**src/verilog/lpm_pkg.sv**
```systemverilog
// constants, types and timing counts of the low-power mode controller
// assumes a single 20 MHz system clock feeding every user of these names
package lpm_pkg;

  localparam int unsigned CLK_MHZ = 20;

  // wakeup latencies as printed
  localparam int unsigned SLEEP_WAKE_CYC     = 6;
  localparam int unsigned LP_RUN_MODE_EXIT_R1_NS   = 4000;
  localparam int unsigned LP_RUN_MODE_EXIT_R2_NS   = 64000;
  localparam int unsigned STOP0_WAKE_SRAM_NS = 2470;
  localparam int unsigned STOP0_WAKE_FLASH_NS = 4100;

  // least times, rounded up to whole cycles
  localparam int unsigned LP_RUN_MODE_EXIT_R1_CYC   = (LP_RUN_MODE_EXIT_R1_NS * CLK_MHZ + 999) / 1000;
  localparam int unsigned LP_RUN_MODE_EXIT_R2_CYC   = (LP_RUN_MODE_EXIT_R2_NS * CLK_MHZ + 999) / 1000;
  localparam int unsigned STOP0_WAKE_SRAM_CYC = (STOP0_WAKE_SRAM_NS * CLK_MHZ + 999) / 1000;
  localparam int unsigned STOP0_WAKE_FLASH_CYC = (STOP0_WAKE_FLASH_NS * CLK_MHZ + 999) / 1000;

  localparam int unsigned TMR_W = 11;

  // clock ceiling codes
  localparam logic [1:0] CLK_CAP_80MHZ = 2'h0;
  localparam logic [1:0] CLK_CAP_26MHZ = 2'h1;
  localparam logic [1:0] CLK_CAP_2MHZ  = 2'h2;
  localparam logic [1:0] CLK_CAP_STOP  = 2'h3;

  // pull codes of one I/O
  localparam logic [1:0] PULL_FLOAT = 2'h0;
  localparam logic [1:0] PULL_UP    = 2'h1;
  localparam logic [1:0] PULL_DOWN  = 2'h2;

  localparam int unsigned WAKE_PIN_N = 5;

  // reset values
  localparam logic RST_IO_ANALOG = 1'b1;
  localparam logic RST_FLASH_PD  = 1'b0;
  localparam logic RST_RANGE2    = 1'b0;

  typedef enum logic [2:0] {
    TGT_SLEEP,
    TGT_STOP0,
    TGT_STOP1,
    TGT_STOP2,
    TGT_STANDBY,
    TGT_SHUTDOWN
  } lpm_target_t;

  typedef enum logic [3:0] {
    ST_RUN,
    ST_SLEEP,
    ST_LP_RUN,
    ST_LP_SLEEP,
    ST_STOP0,
    ST_STOP1,
    ST_STOP2,
    ST_STANDBY,
    ST_SHUTDOWN,
    ST_VBAT,
    ST_WAKE
  } lpm_state_t;

endpackage

```
**src/verilog/lpm_tmr_if.sv**
```systemverilog
// carrier between the mode controller and its latency timer
// assumes both ends sit on clk_sys
`timescale 1ns/1ps
interface lpm_tmr_if;
  import lpm_pkg::*;
  logic             load;
  logic [TMR_W-1:0] value;
  logic             busy;
  logic             done;
  modport ctl (output load, output value, input busy, input done);
  modport tmr (input load, input value, output busy, output done);
endinterface
```
**src/verilog/lpm_ctrl.sv**
```systemverilog
// power-mode controller: regulator choice, scaling range, clock ceilings,
// wakeup with fixed latencies, retention, pull handling, battery switchover
// assumes peripheral inputs are on clk_sys; pins and supply sense are async
//
// Overview of operation
// - main regulator in run, sleep, stop0
// - low-power regulator in lp and stop1/2 modes
// - standby/shutdown: regulators off, outputs high-z, except lp regulator on in standby with sram retained
// - range1 up to 80 MHz, range2 26 MHz
// - lp run: main off, cpu 2 MHz
// - sleep modes wake on event, 6 cycles
// - lp run exit 4 us or 64 us
// - stop0 flash off, freeze, timed wakeup
// - 16 MHz oscillator only for its requesters
// - uart start/address/frame wakes from stop
// - all i2c address matches wake stop1
// - only third i2c wakes stop2
// - second sram retained only when selected
// - five pins wake standby or shutdown
// - standby applies selected i/o pulls
// - shutdown pulls lost on exit
// - i/o analog during and after reset
// - reset pin pull-up off if internal
// - battery domain when main supply absent
// - interrupts never end battery operation
// - flash powerdown configurable, off after reset
// - no rng or pll in lp regulator modes; pll still allowed in stop0
`timescale 1ns/1ps
module lpm_ctrl #(
  parameter int unsigned IO_W      = 16,
  parameter int unsigned UART_N    = 5,
  parameter int unsigned I2C_N     = 4,
  parameter int unsigned I2C_S2_IX = 2,
  parameter int unsigned HSI_N     = 8
) (
  // clock and reset
  input  wire logic                  clk_sys,
  input  wire logic                  reset,
  // software requests and configuration
  input  wire logic                  wait_req,
  input  wire lpm_pkg::lpm_target_t  target_sel,
  input  wire logic                  range2_sel,
  input  wire logic                  lp_run_req,
  input  wire logic                  lp_run_exit_req,
  input  wire logic                  second_sram_retention_select,
  input  wire logic                  flash_pd_cfg,
  input  wire logic                  exec_from_sram,
  input  wire logic                  io_release,
  input  wire logic [2*IO_W-1:0]     io_pull_sel,
  input  wire logic                  reset_src_internal,
  // wakeup sources
  input  wire logic                  irq_event,
  input  wire logic [UART_N-1:0]     uart_start,
  input  wire logic [UART_N-1:0]     uart_addr,
  input  wire logic [UART_N-1:0]     uart_frame,
  input  wire logic [I2C_N-1:0]      i2c_addr_match,
  input  wire logic [lpm_pkg::WAKE_PIN_N-1:0] wake_pin,
  input  wire logic [HSI_N-1:0]      hsi_req,
  input  wire logic                  vdd_present,
  // supply and clock control
  output logic                       main_regulator_en,
  output logic                       low_power_regulator_en,
  output logic                       regulator_hiz,
  output logic                       core_power_en,
  output logic                       cpu_clk_en,
  output logic [1:0]                 clk_cap,
  output logic                       pll_allowed,
  output logic                       rng_available,
  output logic                       hsi_en,
  output logic [HSI_N-1:0]           hsi_grant,
  output logic                       low_speed_only,
  output logic                       periph_freeze,
  // memories and i/o
  output logic                       flash_on,
  output logic                       second_sram_power,
  output logic                       io_analog,
  output logic                       io_pull_apply,
  output logic [2*IO_W-1:0]          io_pull,
  output logic                       reset_pullup_en,
  // status
  output logic                       battery_mode,
  output logic                       wake_irq,
  output lpm_pkg::lpm_state_t        mode_state
);
  import lpm_pkg::*;

  if (I2C_S2_IX >= I2C_N || LP_RUN_MODE_EXIT_R2_CYC >= (1 << TMR_W)) begin : g_chk
    $error("lpm_ctrl: parameter out of range");
  end

  typedef struct packed {
    lpm_state_t                state;
    lpm_state_t                ret_state;
    logic                      range2;
    logic                      retain;
    logic                      leave_shut;
    logic                      main_reg;
    logic                      lp_reg;
    logic                      reg_hiz;
    logic                      core_pwr;
    logic                      cpu_clk;
    logic [1:0]                cap;
    logic                      pll_ok;
    logic                      rng_ok;
    logic                      hsi;
    logic [HSI_N-1:0]          grant;
    logic                      ls_only;
    logic                      freeze;
    logic                      flash;
    logic                      second_sram;
    logic                      analog;
    logic                      pull_apply;
    logic [2*IO_W-1:0]         pull;
    logic                      rst_pu;
    logic                      vbat;
    logic                      wake;
    logic [WAKE_PIN_N-1:0]     pin_s1;
    logic [WAKE_PIN_N-1:0]     pin_s2;
    logic [WAKE_PIN_N-1:0]     pin_s3;
    logic                      vdd_s1;
    logic                      vdd_s2;
  } lpm_st_t;

  lpm_st_t    s_q;
  lpm_st_t    s_d;
  lpm_tmr_if  tif ();

  lpm_tmr u_tmr (
    .clk_sys (clk_sys),
    .reset   (reset),
    .tif     (tif)
  );

  logic             tmr_load;
  logic [TMR_W-1:0] tmr_value;
  assign tif.load  = tmr_load;
  assign tif.value = tmr_value;

  logic uart_wake;
  logic i2c_s1_wake;
  logic i2c_s2_wake;
  logic pin_wake;
  logic stop_wake_cyc;

  assign uart_wake   = |(uart_start | uart_addr | uart_frame);
  assign i2c_s1_wake = |i2c_addr_match;
  assign i2c_s2_wake = i2c_addr_match[I2C_S2_IX];
  assign pin_wake    = |(s_q.pin_s2 & ~s_q.pin_s3);

  always_comb begin
    s_d           = s_q;
    tmr_load      = 1'b0;
    tmr_value     = TMR_W'(SLEEP_WAKE_CYC);
    stop_wake_cyc = 1'b0;
    s_d.wake      = 1'b0;
    s_d.leave_shut = 1'b0;

    // pins and supply sense are asynchronous: two flops first
    s_d.pin_s1 = wake_pin;
    s_d.pin_s2 = s_q.pin_s1;
    s_d.pin_s3 = s_q.pin_s2;
    s_d.vdd_s1 = vdd_present;
    s_d.vdd_s2 = s_q.vdd_s1;

    unique case (s_q.state)
      ST_RUN: begin
        s_d.range2 = range2_sel;
        if (wait_req) begin
          unique case (target_sel)
            TGT_SLEEP:    s_d.state = ST_SLEEP;
            TGT_STOP0:    s_d.state = ST_STOP0;
            TGT_STOP1:    s_d.state = ST_STOP1;
            TGT_STOP2:    s_d.state = ST_STOP2;
            TGT_STANDBY:  s_d.state = ST_STANDBY;
            TGT_SHUTDOWN: s_d.state = ST_SHUTDOWN;
          endcase
        end else if (lp_run_req) begin
          s_d.state = ST_LP_RUN;
        end
      end
      ST_LP_RUN: begin
        if (wait_req && target_sel == TGT_SLEEP) begin
          s_d.state = ST_LP_SLEEP;
        end else if (wait_req) begin
          unique case (target_sel)
            TGT_STOP0:    s_d.state = ST_STOP0;
            TGT_STOP1:    s_d.state = ST_STOP1;
            TGT_STOP2:    s_d.state = ST_STOP2;
            TGT_STANDBY:  s_d.state = ST_STANDBY;
            TGT_SHUTDOWN: s_d.state = ST_SHUTDOWN;
            default:      s_d.state = ST_LP_SLEEP;
          endcase
        end else if (lp_run_exit_req) begin
          // exit time set by target range
          s_d.range2    = range2_sel;
          s_d.ret_state = ST_RUN;
          s_d.state     = ST_WAKE;
          tmr_load      = 1'b1;
          tmr_value     = range2_sel ? TMR_W'(LP_RUN_MODE_EXIT_R2_CYC) : TMR_W'(LP_RUN_MODE_EXIT_R1_CYC);
        end
      end
      ST_SLEEP, ST_LP_SLEEP: begin
        if (irq_event) begin
          s_d.ret_state = (s_q.state == ST_SLEEP) ? ST_RUN : ST_LP_RUN;
          s_d.state     = ST_WAKE;
          s_d.wake      = 1'b1;
          tmr_load      = 1'b1;
          tmr_value     = TMR_W'(SLEEP_WAKE_CYC);
        end
      end
      ST_STOP0: begin
        stop_wake_cyc = irq_event | uart_wake | i2c_s1_wake;
      end
      ST_STOP1: begin
        stop_wake_cyc = irq_event | uart_wake | i2c_s1_wake;
      end
      ST_STOP2: begin
        stop_wake_cyc = irq_event | uart_wake | i2c_s2_wake;
      end
      ST_STANDBY, ST_SHUTDOWN: begin
        if (pin_wake) begin
          s_d.leave_shut = (s_q.state == ST_SHUTDOWN);
          s_d.ret_state  = ST_RUN;
          s_d.state      = ST_WAKE;
          s_d.wake       = 1'b1;
          tmr_load       = 1'b1;
          tmr_value      = TMR_W'(STOP0_WAKE_FLASH_CYC);
        end
      end
      ST_VBAT: begin
        // only the supply return ends it
        if (s_q.vdd_s2) begin
          s_d.ret_state = ST_RUN;
          s_d.state     = ST_WAKE;
          tmr_load      = 1'b1;
          tmr_value     = TMR_W'(STOP0_WAKE_FLASH_CYC);
        end
      end
      ST_WAKE: begin
        if (tif.done || !tif.busy) begin
          s_d.state = s_q.ret_state;
        end
      end
    endcase

    // stop wakeup latency by code location
    if (stop_wake_cyc) begin
      s_d.ret_state = ST_RUN;
      s_d.state     = ST_WAKE;
      s_d.wake      = 1'b1;
      tmr_load      = 1'b1;
      tmr_value     = exec_from_sram ? TMR_W'(STOP0_WAKE_SRAM_CYC)
                                     : TMR_W'(STOP0_WAKE_FLASH_CYC);
    end

    if (!s_q.vdd_s2) begin
      s_d.state = ST_VBAT;
      s_d.wake  = 1'b0;
      tmr_load  = 1'b0;
    end
    s_d.vbat = (s_d.state == ST_VBAT);

    // retention select latched at standby entry
    if (s_d.state == ST_STANDBY && s_q.state != ST_STANDBY) begin
      s_d.retain = second_sram_retention_select;
    end

    // pulls captured on entry, applied while low
    if ((s_d.state == ST_STANDBY || s_d.state == ST_SHUTDOWN) && s_d.state != s_q.state) begin
      s_d.pull = io_pull_sel;
    end
    s_d.pull_apply = (s_d.state == ST_STANDBY) || (s_d.state == ST_SHUTDOWN);
    if (s_d.leave_shut) begin
      s_d.pull = {IO_W{PULL_FLOAT}};
    end

    if (io_release) begin
      s_d.analog = 1'b0;
    end

    s_d.rst_pu = !reset_src_internal;

    // outputs follow the next state so each comes from a flop
    s_d.main_reg = 1'b0;
    s_d.lp_reg   = 1'b0;
    s_d.reg_hiz  = 1'b0;
    s_d.core_pwr = 1'b1;
    s_d.cpu_clk  = 1'b0;
    s_d.flash    = 1'b1;
    s_d.freeze   = 1'b0;
    s_d.ls_only  = 1'b0;
    s_d.second_sram    = 1'b1;
    s_d.cap      = CLK_CAP_STOP;
    unique case (s_d.state)
      ST_RUN, ST_SLEEP, ST_WAKE: begin
        s_d.main_reg = 1'b1;
        s_d.cap      = s_d.range2 ? CLK_CAP_26MHZ : CLK_CAP_80MHZ;
        s_d.cpu_clk  = (s_d.state == ST_RUN);
      end
      ST_LP_RUN, ST_LP_SLEEP: begin
        s_d.lp_reg  = 1'b1;
        s_d.cap     = CLK_CAP_2MHZ;
        s_d.cpu_clk = (s_d.state == ST_LP_RUN);
      end
      ST_STOP0: begin
        s_d.main_reg = 1'b1;
        s_d.flash    = 1'b0;
        s_d.ls_only  = 1'b1;
        s_d.freeze   = 1'b1;
      end
      ST_STOP1, ST_STOP2: begin
        s_d.lp_reg  = 1'b1;
        s_d.flash   = 1'b0;
        s_d.ls_only = 1'b1;
        s_d.freeze  = 1'b1;
      end
      ST_STANDBY, ST_SHUTDOWN, ST_VBAT: begin
        s_d.reg_hiz  = 1'b1;
        s_d.core_pwr = 1'b0;
        s_d.flash    = 1'b0;
        s_d.freeze   = 1'b1;
        s_d.ls_only  = 1'b1;
        // second sram kept on lp regulator
        s_d.second_sram    = (s_d.state == ST_STANDBY) && s_d.retain;
        s_d.lp_reg   = s_d.second_sram;
        s_d.reg_hiz  = !s_d.second_sram;
      end
    endcase
    if (s_d.flash && flash_pd_cfg && s_d.state != ST_WAKE) begin
      s_d.flash = 1'b0;
    end

    // rng and pll only with main regulator
    s_d.pll_ok = s_d.main_reg;
    s_d.rng_ok = s_d.main_reg && !s_d.range2 && !s_d.freeze;

    s_d.hsi   = s_d.core_pwr && (|hsi_req);
    s_d.grant = s_d.hsi ? hsi_req : '0;
  end

  always_ff @(posedge clk_sys or posedge reset) begin
    if (reset) begin
      s_q           <= '0;
      s_q.state     <= ST_RUN;
      s_q.ret_state <= ST_RUN;
      s_q.range2    <= RST_RANGE2;
      s_q.main_reg  <= 1'b1;
      s_q.core_pwr  <= 1'b1;
      s_q.cpu_clk   <= 1'b1;
      s_q.flash     <= !RST_FLASH_PD;
      s_q.second_sram     <= 1'b1;
      s_q.pll_ok    <= 1'b1;
      s_q.rng_ok    <= 1'b1;
      s_q.cap       <= CLK_CAP_80MHZ;
      s_q.analog    <= RST_IO_ANALOG;
      s_q.rst_pu    <= 1'b1;
      s_q.vdd_s1    <= 1'b1;
      s_q.vdd_s2    <= 1'b1;
    end else begin
      s_q <= s_d;
    end
  end

  assign main_regulator_en      = s_q.main_reg;
  assign low_power_regulator_en = s_q.lp_reg;
  assign regulator_hiz          = s_q.reg_hiz;
  assign core_power_en          = s_q.core_pwr;
  assign cpu_clk_en             = s_q.cpu_clk;
  assign clk_cap                = s_q.cap;
  assign pll_allowed            = s_q.pll_ok;
  assign rng_available          = s_q.rng_ok;
  assign hsi_en                 = s_q.hsi;
  assign hsi_grant              = s_q.grant;
  assign low_speed_only         = s_q.ls_only;
  assign periph_freeze          = s_q.freeze;
  assign flash_on               = s_q.flash;
  assign second_sram_power            = s_q.second_sram;
  assign io_analog              = s_q.analog;
  assign io_pull_apply          = s_q.pull_apply;
  assign io_pull                = s_q.pull;
  assign reset_pullup_en        = s_q.rst_pu;
  assign battery_mode           = s_q.vbat;
  assign wake_irq               = s_q.wake;
  assign mode_state             = s_q.state;
endmodule

```
**src/verilog/lpm_tmr.sv**
```systemverilog
// down counter giving one done pulse a loaded number of cycles later
// assumes value is at least one when load is high
`timescale 1ns/1ps
module lpm_tmr (
  // clock and reset
  input  wire logic   clk_sys,
  input  wire logic   reset,
  // control side
  lpm_tmr_if.tmr      tif
);
  import lpm_pkg::*;

  typedef struct packed {
    logic [TMR_W-1:0] cnt;
    logic             done;
  } lpm_tmr_st_t;

  lpm_tmr_st_t s_q;
  lpm_tmr_st_t s_d;

  always_comb begin
    s_d      = s_q;
    s_d.done = 1'b0;
    if (tif.load) begin
      s_d.cnt = tif.value;
    end else if (s_q.cnt != '0) begin
      s_d.cnt  = s_q.cnt - 1'b1;
      s_d.done = (s_q.cnt == TMR_W'(1));
    end
  end

  always_ff @(posedge clk_sys or posedge reset) begin
    if (reset) begin
      s_q <= '0;
    end else begin
      s_q <= s_d;
    end
  end

  assign tif.busy = (s_q.cnt != '0);
  assign tif.done = s_q.done;
endmodule

```
**config.mk**
```make
export PLATFORM = sky130hd
export DESIGN_NAME = lpm_ctrl
export DESIGN_NICKNAME = d
export VERILOG_FILES = /design/src/verilog/lpm_pkg.sv /design/src/verilog/lpm_tmr_if.sv /design/src/verilog/lpm_ctrl.sv /design/src/verilog/lpm_tmr.sv
export SDC_FILE = /design/constraint.sdc
export NUM_CORES = 1
export LEC_CHECK = 0
export BUFFER_PORTS_ARGS = -buffer_cell sky130_fd_sc_hd__buf_2
export CAP_MARGIN = 30
export CORE_MARGIN = 2
export CORE_UTILIZATION = 45
export DETAILED_ROUTE_END_ITERATION = 6
export PLACE_DENSITY_LB_ADDON = 0.08
export SLEW_MARGIN = 20
export SYNTH_ARGS = -nofsm -noshare
export SYNTH_HDL_FRONTEND = slang
export SYNTH_SLANG_ARGS = --single-unit
```
**constraint.sdc**
```tcl
create_clock -name clk_sys -period 4.45 [get_ports clk_sys]
set_clock_uncertainty 0.2 [all_clocks]
set_input_delay 0.445 -clock clk_sys [delete_from_list [all_inputs] [get_ports clk_sys]]
set_output_delay 0.445 -clock clk_sys [all_outputs]
set_load 0.1 [all_outputs]
```
==> results_dict.tcl, run 1 <==
set metrics [dict create \
    status "complete, no violations" \
    antenna_found_initial 0 \
    drc 0 \
    grt_overflow 0 \
    crit_end "io_pull[23]$_DFFE_PP0P_" \
    pin_count 143 \
    p_int_mw 1.85 \
    combPwrFrac_pct 56.9 \
    antennaDiodeCount 0 \
    switching_share_pct 55.9 \
    fmax_mhz 282 \
    cts_resized 0 \
    clk_path_buf_depth 2 \
    layout_setup_ws_ns 0.904 \
    netlist_area_um2 4790 \
    numPortBuffers 142 \
    cts_setup_buffers 0 \
    grt_max_degree 71 \
    synthDistinctLibCells 67 \
    synth-seq-cells 93 \
    fin_crit_sh_pct 79.7 \
    hpwlAfterDp_mm 7.81 \
    cts_tree "done" \
    tns_ns 0 \
    cts-buffers-inserted 9 \
    layout-drive-gt1-share_pct 32.2 \
    fin_cells 726 \
    core_area_um2 10300 \
    dp.cells 700 \
    power_frac_clock_pct 13.8 \
    grt_pass1_wl_mm 17.5 \
    cp-end-kind "flip-flop" \
    fillCellCount 971 \
    setup_viol 0 \
    area_growth_pct 16.6 \
    final-hold-violation-count 0 \
    p_total_mw 4.20 \
    worstPathMaxFanout 32 \
    clk_latency_ns 0.36 \
    wire_per_inst_um 14.7 \
    design_area_um2 5590 \
    drtIter0Drc 136 \
    wl_mm 10.7 \
    avgSynthCellArea_um2 10.0 \
    max-vdd-ir-drop_mv 0.339 \
    hold_class "primary input to flip-flop" \
    grt_use_total_pct 19.4 \
    gp_congestion 0.935 \
    tightest_slew_ns 0.716 \
    critPathLaunch "mode_state[1]$_DFF_PP0_" \
    chipHeight_um 107 \
    async_reset_ff_share_pct 100 \
    initial_core_util_pct 46.4 \
    reg2regPathDepth 9 \
    routed_via_density 5.00 \
    r2r_end "io_pull[23]$_DFFE_PP0P_" \
    clk_pin_slew_ns 0.10 \
    p_switching_mw 2.35 \
    rsz0062_at_grt "no" \
    drtPass1Iterations 4 \
    worstSetupPathType "flip-flop to flip-flop" \
    worst_ep_arrival_time_ns 3.63 \
    min_period_ns 3.55 \
    antenna_left 0 \
    syn_inst 479 \
    root_buffer "clkbuf_8" \
    drv_slew 0 \
    ys.warnings.count 0 \
    regToRegStartpoint "mode_state[1]$_DFF_PP0_" \
    die-area_um2 11500 \
    place_area_um2 5270 \
    synth_edf_count 0 \
    layout_commonest_cell "buf_2" \
    p_leak_nw 2.82 \
    rows 37 \
    vias 3627 \
    final_cell_mix "buf_2, dfrtp_1, inv_1" \
    maxCapViolations 0 \
    ys.flop_type "dfrtp_1" \
    cp.required_ns 4.53 \
    grt_pass1_vias 3573 \
    place_worst_setup_slack_ns 0.929 \
    seq_area_frac_synth_pct 48.9 \
    clkSinkCount 93 \
    die_x_um 107 \
    power_frac_seq_pct 29.3 \
    power_density_nw_per_um2 752 \
    startpoint_type "flip-flop" \
    h-tree-depth 3 \
    slew_headroom_pct 51.8 \
    layout.nets 667 \
    reg2reg_slack_ns 0.90 \
    syn_nets 561 \
]
[sequential cells by signal (all words and copies together) (netlist names), 2 cells and up]
signal and count:
clk_cap 2, hsi_grant 8, io_pull 32, mode_state 4
s_d 11, s_q 9, u_tmr.s_q 11
[power by group through the flow]
stage | sequential, mW | combinational (mW) | clock, mW
2_1_floorplan | 1.47 | 1.97 | 0
3_3_place_gp | 1.24 | 2.38 | 0
3_5_place_dp | 1.24 | 2.39 | 0
4_1_cts | 1.23 | 2.40 | 0.603
5_1_grt | 1.26 | 2.53 | 0.640
6_report | 1.23 | 2.39 | 0.577
[timing repair]
item | 4_1_cts | 5_1_grt
endpoints found under the setup margin | 0 | 0
hold endpoints to repair | 8 | 25
hold buffers | 8 | 1
[area by class of cell]
cell class	count	area, µm²	share of cell area [%]
well taps	136	170	3.05
clock inverters	7	81.3	1.46
repair buffers	157	871	15.6
flip-flops and latches	93	2340	41.9
inverters	51	194	3.47
clock buffers	9	124	2.22
multi-input cells	273	1810	32.3
[cells by family after synthesis]
| group | synth area share, % |
|---|---|
| and+or+nand+nor | 17.0 |
| buffers and inverters | 13.4 |
| DFF | 48.9 |
| AOI/OAI and AO/OA | 11.2 |
| muxes | 7.60 |
| xor gates and xnor gates | 1.46 |
| adders and majority gates | 0.523 |
[through the flow]
stage | hold slack (ns) | util (%)
final | 0.0994 | 54.1
after global routing | 0.0828 | 54.1
after CTS | 0.0572 | 53.8
after detailed placement | 0.135 | 51.0
after global placement | 0.131 | 51.0
after floorplan | 0.131 | -
[layer usage]
metal / share of wire [%] / global-route usage (%) / vias to the layer above
met5: 0 / 0 / -
met4: 1.3 / 5.94 / 0
met3: 5.1 / 3.71 / 16
met2: 48 / 30.8 / 109
met1: 45 / 26.9 / 1719
li1: - / - / 1783
[Yosys cell counts, types with 3 or more instances]
cell	count	area [µm²]
buf_4	48	360
buf_2	4	20.0
xor2_1	5	43.8
a311oi_1	4	35.0
buf_8	3	45.0
inv_1	48	180
o22ai_1	5	31.3
mux2_2	3	33.8
dfstp_2	10	263
a22oi_1	3	22.5
a31oi_1	3	18.8
nor2b_1	4	25.0
nand3b_1	3	22.5
clkbuf_1	7	26.3
or3_1	6	37.5
a21oi_1	10	50.1
o21a_1	5	37.5
nand2_1	46	173
nand2b_1	10	62.6
nor2_1	31	116
and3_1	10	62.6
mux2i_1	33	330
nand3_1	4	20.0
nor4_1	5	31.3
or4_1	3	22.5
nor3_1	15	75.1
o31ai_1	4	30.0
dfrtp_1	83	2080
xnor2_1	3	26.3
o21ai_0	18	90.1
[worst min-delay path by stage]
stage,from,end,slack [ns],cells past startpoint
after CTS,reset,io_pull[13]$_DFFE_PP0P_,0.06,2
after detailed placement,s_d[9]$_DFF_PP0_,s_d[4]$_DFF_PP0_,0.13,0
final,io_pull_sel[25],io_pull[25]$_DFFE_PP0P_,0.1,3
after global placement,s_d[11]$_DFF_PP0_,s_d[6]$_DFF_PP0_,0.13,0
after floorplan,s_d[7]$_DFF_PP0_,s_d[2]$_DFF_PP0_,0.13,0
after global routing,io_pull_sel[20],io_pull[20]$_DFFE_PP0P_,0.08,3
[worst max-delay path, cell delays in order, from the launching register on]
cell and delay [ns]:
dfrtp_1 0.71, and2b_4 0.30, o211ai_4 0.11, o21a_4 0.27, or4_4 0.56, or3_1 0.33, o2bb2a_4 0.26, a211oi_4 0.20
buf_12 0.27, mux2i_1 0.22
Power figures use the tool's default switching activity.
==> run 2: changes to the inputs <==
--- a/config.mk
+++ b/config.mk
@@ -5,6 +5,7 @@
 export SDC_FILE = /design/constraint.sdc
 export NUM_CORES = 1
 export LEC_CHECK = 0
+export ABC_AREA = 1
 export BUFFER_PORTS_ARGS = -buffer_cell sky130_fd_sc_hd__buf_2
 export CAP_MARGIN = 30
 export CORE_MARGIN = 2
==> constraint.sdc (replaced) <==
create_clock -name clk_sys -period 2.9 [get_ports clk_sys]
set_clock_uncertainty 0.2 [all_clocks]
set_input_delay 0.29 -clock clk_sys [delete_from_list [all_inputs] [get_ports clk_sys]]
set_output_delay 0.29 -clock clk_sys [all_outputs]
set_load 0.1 [all_outputs]
==> run 2 against run 1 <==
  * Global-route usage rose by 0.61 points
  * Critical path depth rose by 7
  * Synthesized area rose by 7.1%
  * Maximum frequency rose by 33%
  * Setup slack got worse by 0.67 ns
  * First-iteration DRC count rose by 93%
  * Via count rose by 15%
  * Synthesized cell count rose by 21%
  * Sequential cell count did not move
  * Die area rose by 6.8%
  * Core utilization rose by 4.6 points
  * Critical path type unchanged
  * Largest cell class unchanged
  * Highest routed layer unchanged
==> results_dict.tcl, run 2 <==
set metrics [dict create \
    layout.nets 809 \
    cp.required_ns 2.93 \
    grt_pass1_wl_mm 19.9 \
    pin_count 143 \
    layout-drive-gt1-share_pct 36.2 \
    worst_ep_arrival_time_ns 2.70 \
    rows 38 \
    drtIter0Drc 262 \
    gp_congestion 0.815 \
    antenna_found_initial 0 \
    place_worst_setup_slack_ns 0.138 \
    status "complete, no violations" \
    clk_latency_ns 0.34 \
    synthDistinctLibCells 49 \
    combPwrFrac_pct 57.0 \
    synth-seq-cells 93 \
    area_growth_pct 25.8 \
    cp-end-kind "flip-flop" \
    min_period_ns 2.67 \
    yosysTopAreaCellShare_pct 40.5 \
    p_int_mw 3.29 \
    layout_commonest_cell "buf_2" \
    h-tree-depth 3 \
    setup_viol 0 \
    worstPathMaxFanout 24 \
    cts_setup_buffers 0 \
    syn_inst 579 \
    vias 4165 \
    cts_tree "done" \
    antennaDiodeCount 0 \
    avgSynthCellArea_um2 8.86 \
    die-area_um2 12300 \
    fin_crit_sh_pct 92.0 \
    synth_top_cells_by_count "nand2_1, dfrtp_1, nand3_1" \
    tightest_slew_ns 0.598 \
    worstSetupPathType "flip-flop to flip-flop" \
    die_x_um 111 \
    power_frac_clock_pct 16.7 \
    max-vdd-ir-drop_mv 0.838 \
    place_area_um2 5600 \
    hpwlAfterDp_mm 8.55 \
    yosysMostFrequentCell "nand2_1" \
    ys.warnings.count 0 \
    grt_pass1_vias 4016 \
    numPortBuffers 142 \
    seq_area_frac_synth_pct 45.6 \
    design_area_um2 6450 \
    routed_via_density 4.78 \
    syn_nets 661 \
    fin_hold_ws_ns 0.0658 \
    synthTopCellsByArea "dfrtp_1, buf_4, nand2_1" \
    tns_ns 0 \
    layout_setup_ws_ns 0.231 \
    wl_mm 12.2 \
    netlist_area_um2 5130 \
    async_reset_ff_share_pct 100 \
    startpoint_type "flip-flop" \
    final-hold-violation-count 0 \
    largest_reg_flops 32 \
    drc 0 \
    antenna_left 0 \
    grt_overflow 0 \
    grt_use_total_pct 20.0 \
    ys.flop_type "dfrtp_1" \
    grt_max_degree 62 \
    slew_headroom_pct 60.1 \
    cts-buffers-inserted 9 \
    synth_edf_count 0 \
    clkSinkCount 93 \
    clk_path_buf_depth 2 \
    switching_share_pct 54.1 \
    maxCapViolations 0 \
    drv_slew 0 \
    root_buffer "clkbuf_16" \
    p_switching_mw 3.88 \
    core_area_um2 11000 \
    synth_top_area_cell "dfrtp_1" \
    wire_per_inst_um 14.0 \
    drtPass1Iterations 4 \
    power_frac_seq_pct 26.3 \
    chipHeight_um 111 \
    hold_class "primary input to flip-flop" \
    fmax_mhz 375 \
    clk_pin_slew_ns 0.07 \
    initial_core_util_pct 46.7 \
    p_leak_nw 3.43 \
    p_total_mw 7.17 \
    final_cell_mix "buf_2, nand2_1, dfrtp_1" \
    power_density_nw_per_um2 1110 \
]
==> run 2: cell types whose count changed in the layout (fill, tap and decap cells not counted), sizes merged, moves of 18 or more <==
| cell | before | now |
|---|---|---|
| nand3 | 4 | 98 |
| nand2 | 46 | 122 |
| dlygate4sd3 | 9 | 50 |
| nor2 | 31 | 68 |
| mux2i | 33 | 0 |
| inv | 51 | 69 |
==> run 2: stage by stage <==
stage	utilization [%]	std cells
after floorplan	-	579
after global placement	51.0	805
after detailed placement	51.0	805
after CTS	58.3	871
after global routing	58.7	872
final	58.7	872
==> run 2: worst paths after layout <==
check                      depth (start not counted)                     from  slack (ns)                        to
setup / recovery                                  16  mode_state[1]$_DFF_PP0_        0.23   io_pull[21]$_DFFE_PP0P_
hold / removal                                     3           exec_from_sram        0.07  u_tmr.s_q[6]$_DFFE_PP0P_
setup reg to reg                                  16  mode_state[1]$_DFF_PP0_        0.23   io_pull[21]$_DFFE_PP0P_
hold reg to reg                                    0         s_d[8]$_DFF_PP0_        0.14          s_d[3]$_DFF_PP0_
max in group asynchronous                          4                    reset        1.39          s_d[0]$_DFF_PP1_
min in group asynchronous                          3                    reset        0.34    hsi_grant[0]$_DFF_PP0_
==> run 2: logic make-up after synthesis <==
group | after synthesis | synth area share, %
AOI/OAI and AO/OA | 36 | 4.46
xor gates and xnor gates | 3 | 0.512
adders and majority gates | 2 | 0.488
buffers and inverters | 134 | 15.0
DFF | 93 | 45.6
and+or+nand+nor | 311 | 33.9
==> run 2: final cells by class <==
type	count	area [µm²]
Clock buffer	13	260
Clock inverter	3	43.8
Sequential cell	93	2340
Multi-Input combinational cell	353	2060
Tap cell	140	175
Timing Repair Buffer	200	1300
Inverter	70	272
Fill cell	984	4530
==> run 2: power by group through the flow <==
stage | logic, mW | registers, mW | clock network [mW]
floorplan | 3.33 | 2.19 | 0
global placement | 3.93 | 1.90 | 0
detailed placement | 3.96 | 1.90 | 0
CTS | 4.02 | 1.88 | 1.24
global route | 4.37 | 1.92 | 1.29
finish | 4.09 | 1.88 | 1.20
==> run 2: worst max-delay path, cell delays in order, from the launching register on <==
cell and delay [ns]:
dfrtp_1 0.64, nand4_2 0.26, nand2_4 0.19, nor2_2 0.05, nand2_2 0.08, inv_2 0.04, nor2_1 0.07, nand2_1 0.07
nand2_2 0.08, nand2_4 0.08, inv_4 0.10, nand2_1 0.05, nand2_1 0.10, nand3_4 0.18, buf_8 0.22, nand3_1 0.09
nand2_1 0.06
==> run 2: repair_timing <==
action                     CTS  global route
hold buffers                50             0
gates resized for setup      0             9
hold endpoints to repair    80             0
setup endpoints to repair    0            33
==> run 2: layer usage <==
metal	global-route usage [%]	vias to the layer above	part of all wire, %
met5	0	-	0
li1	-	2104	-
met1	27.3	1942	46
met2	32.0	106	48
met3	4.54	13	5.2
met4	5.58	0	1.3
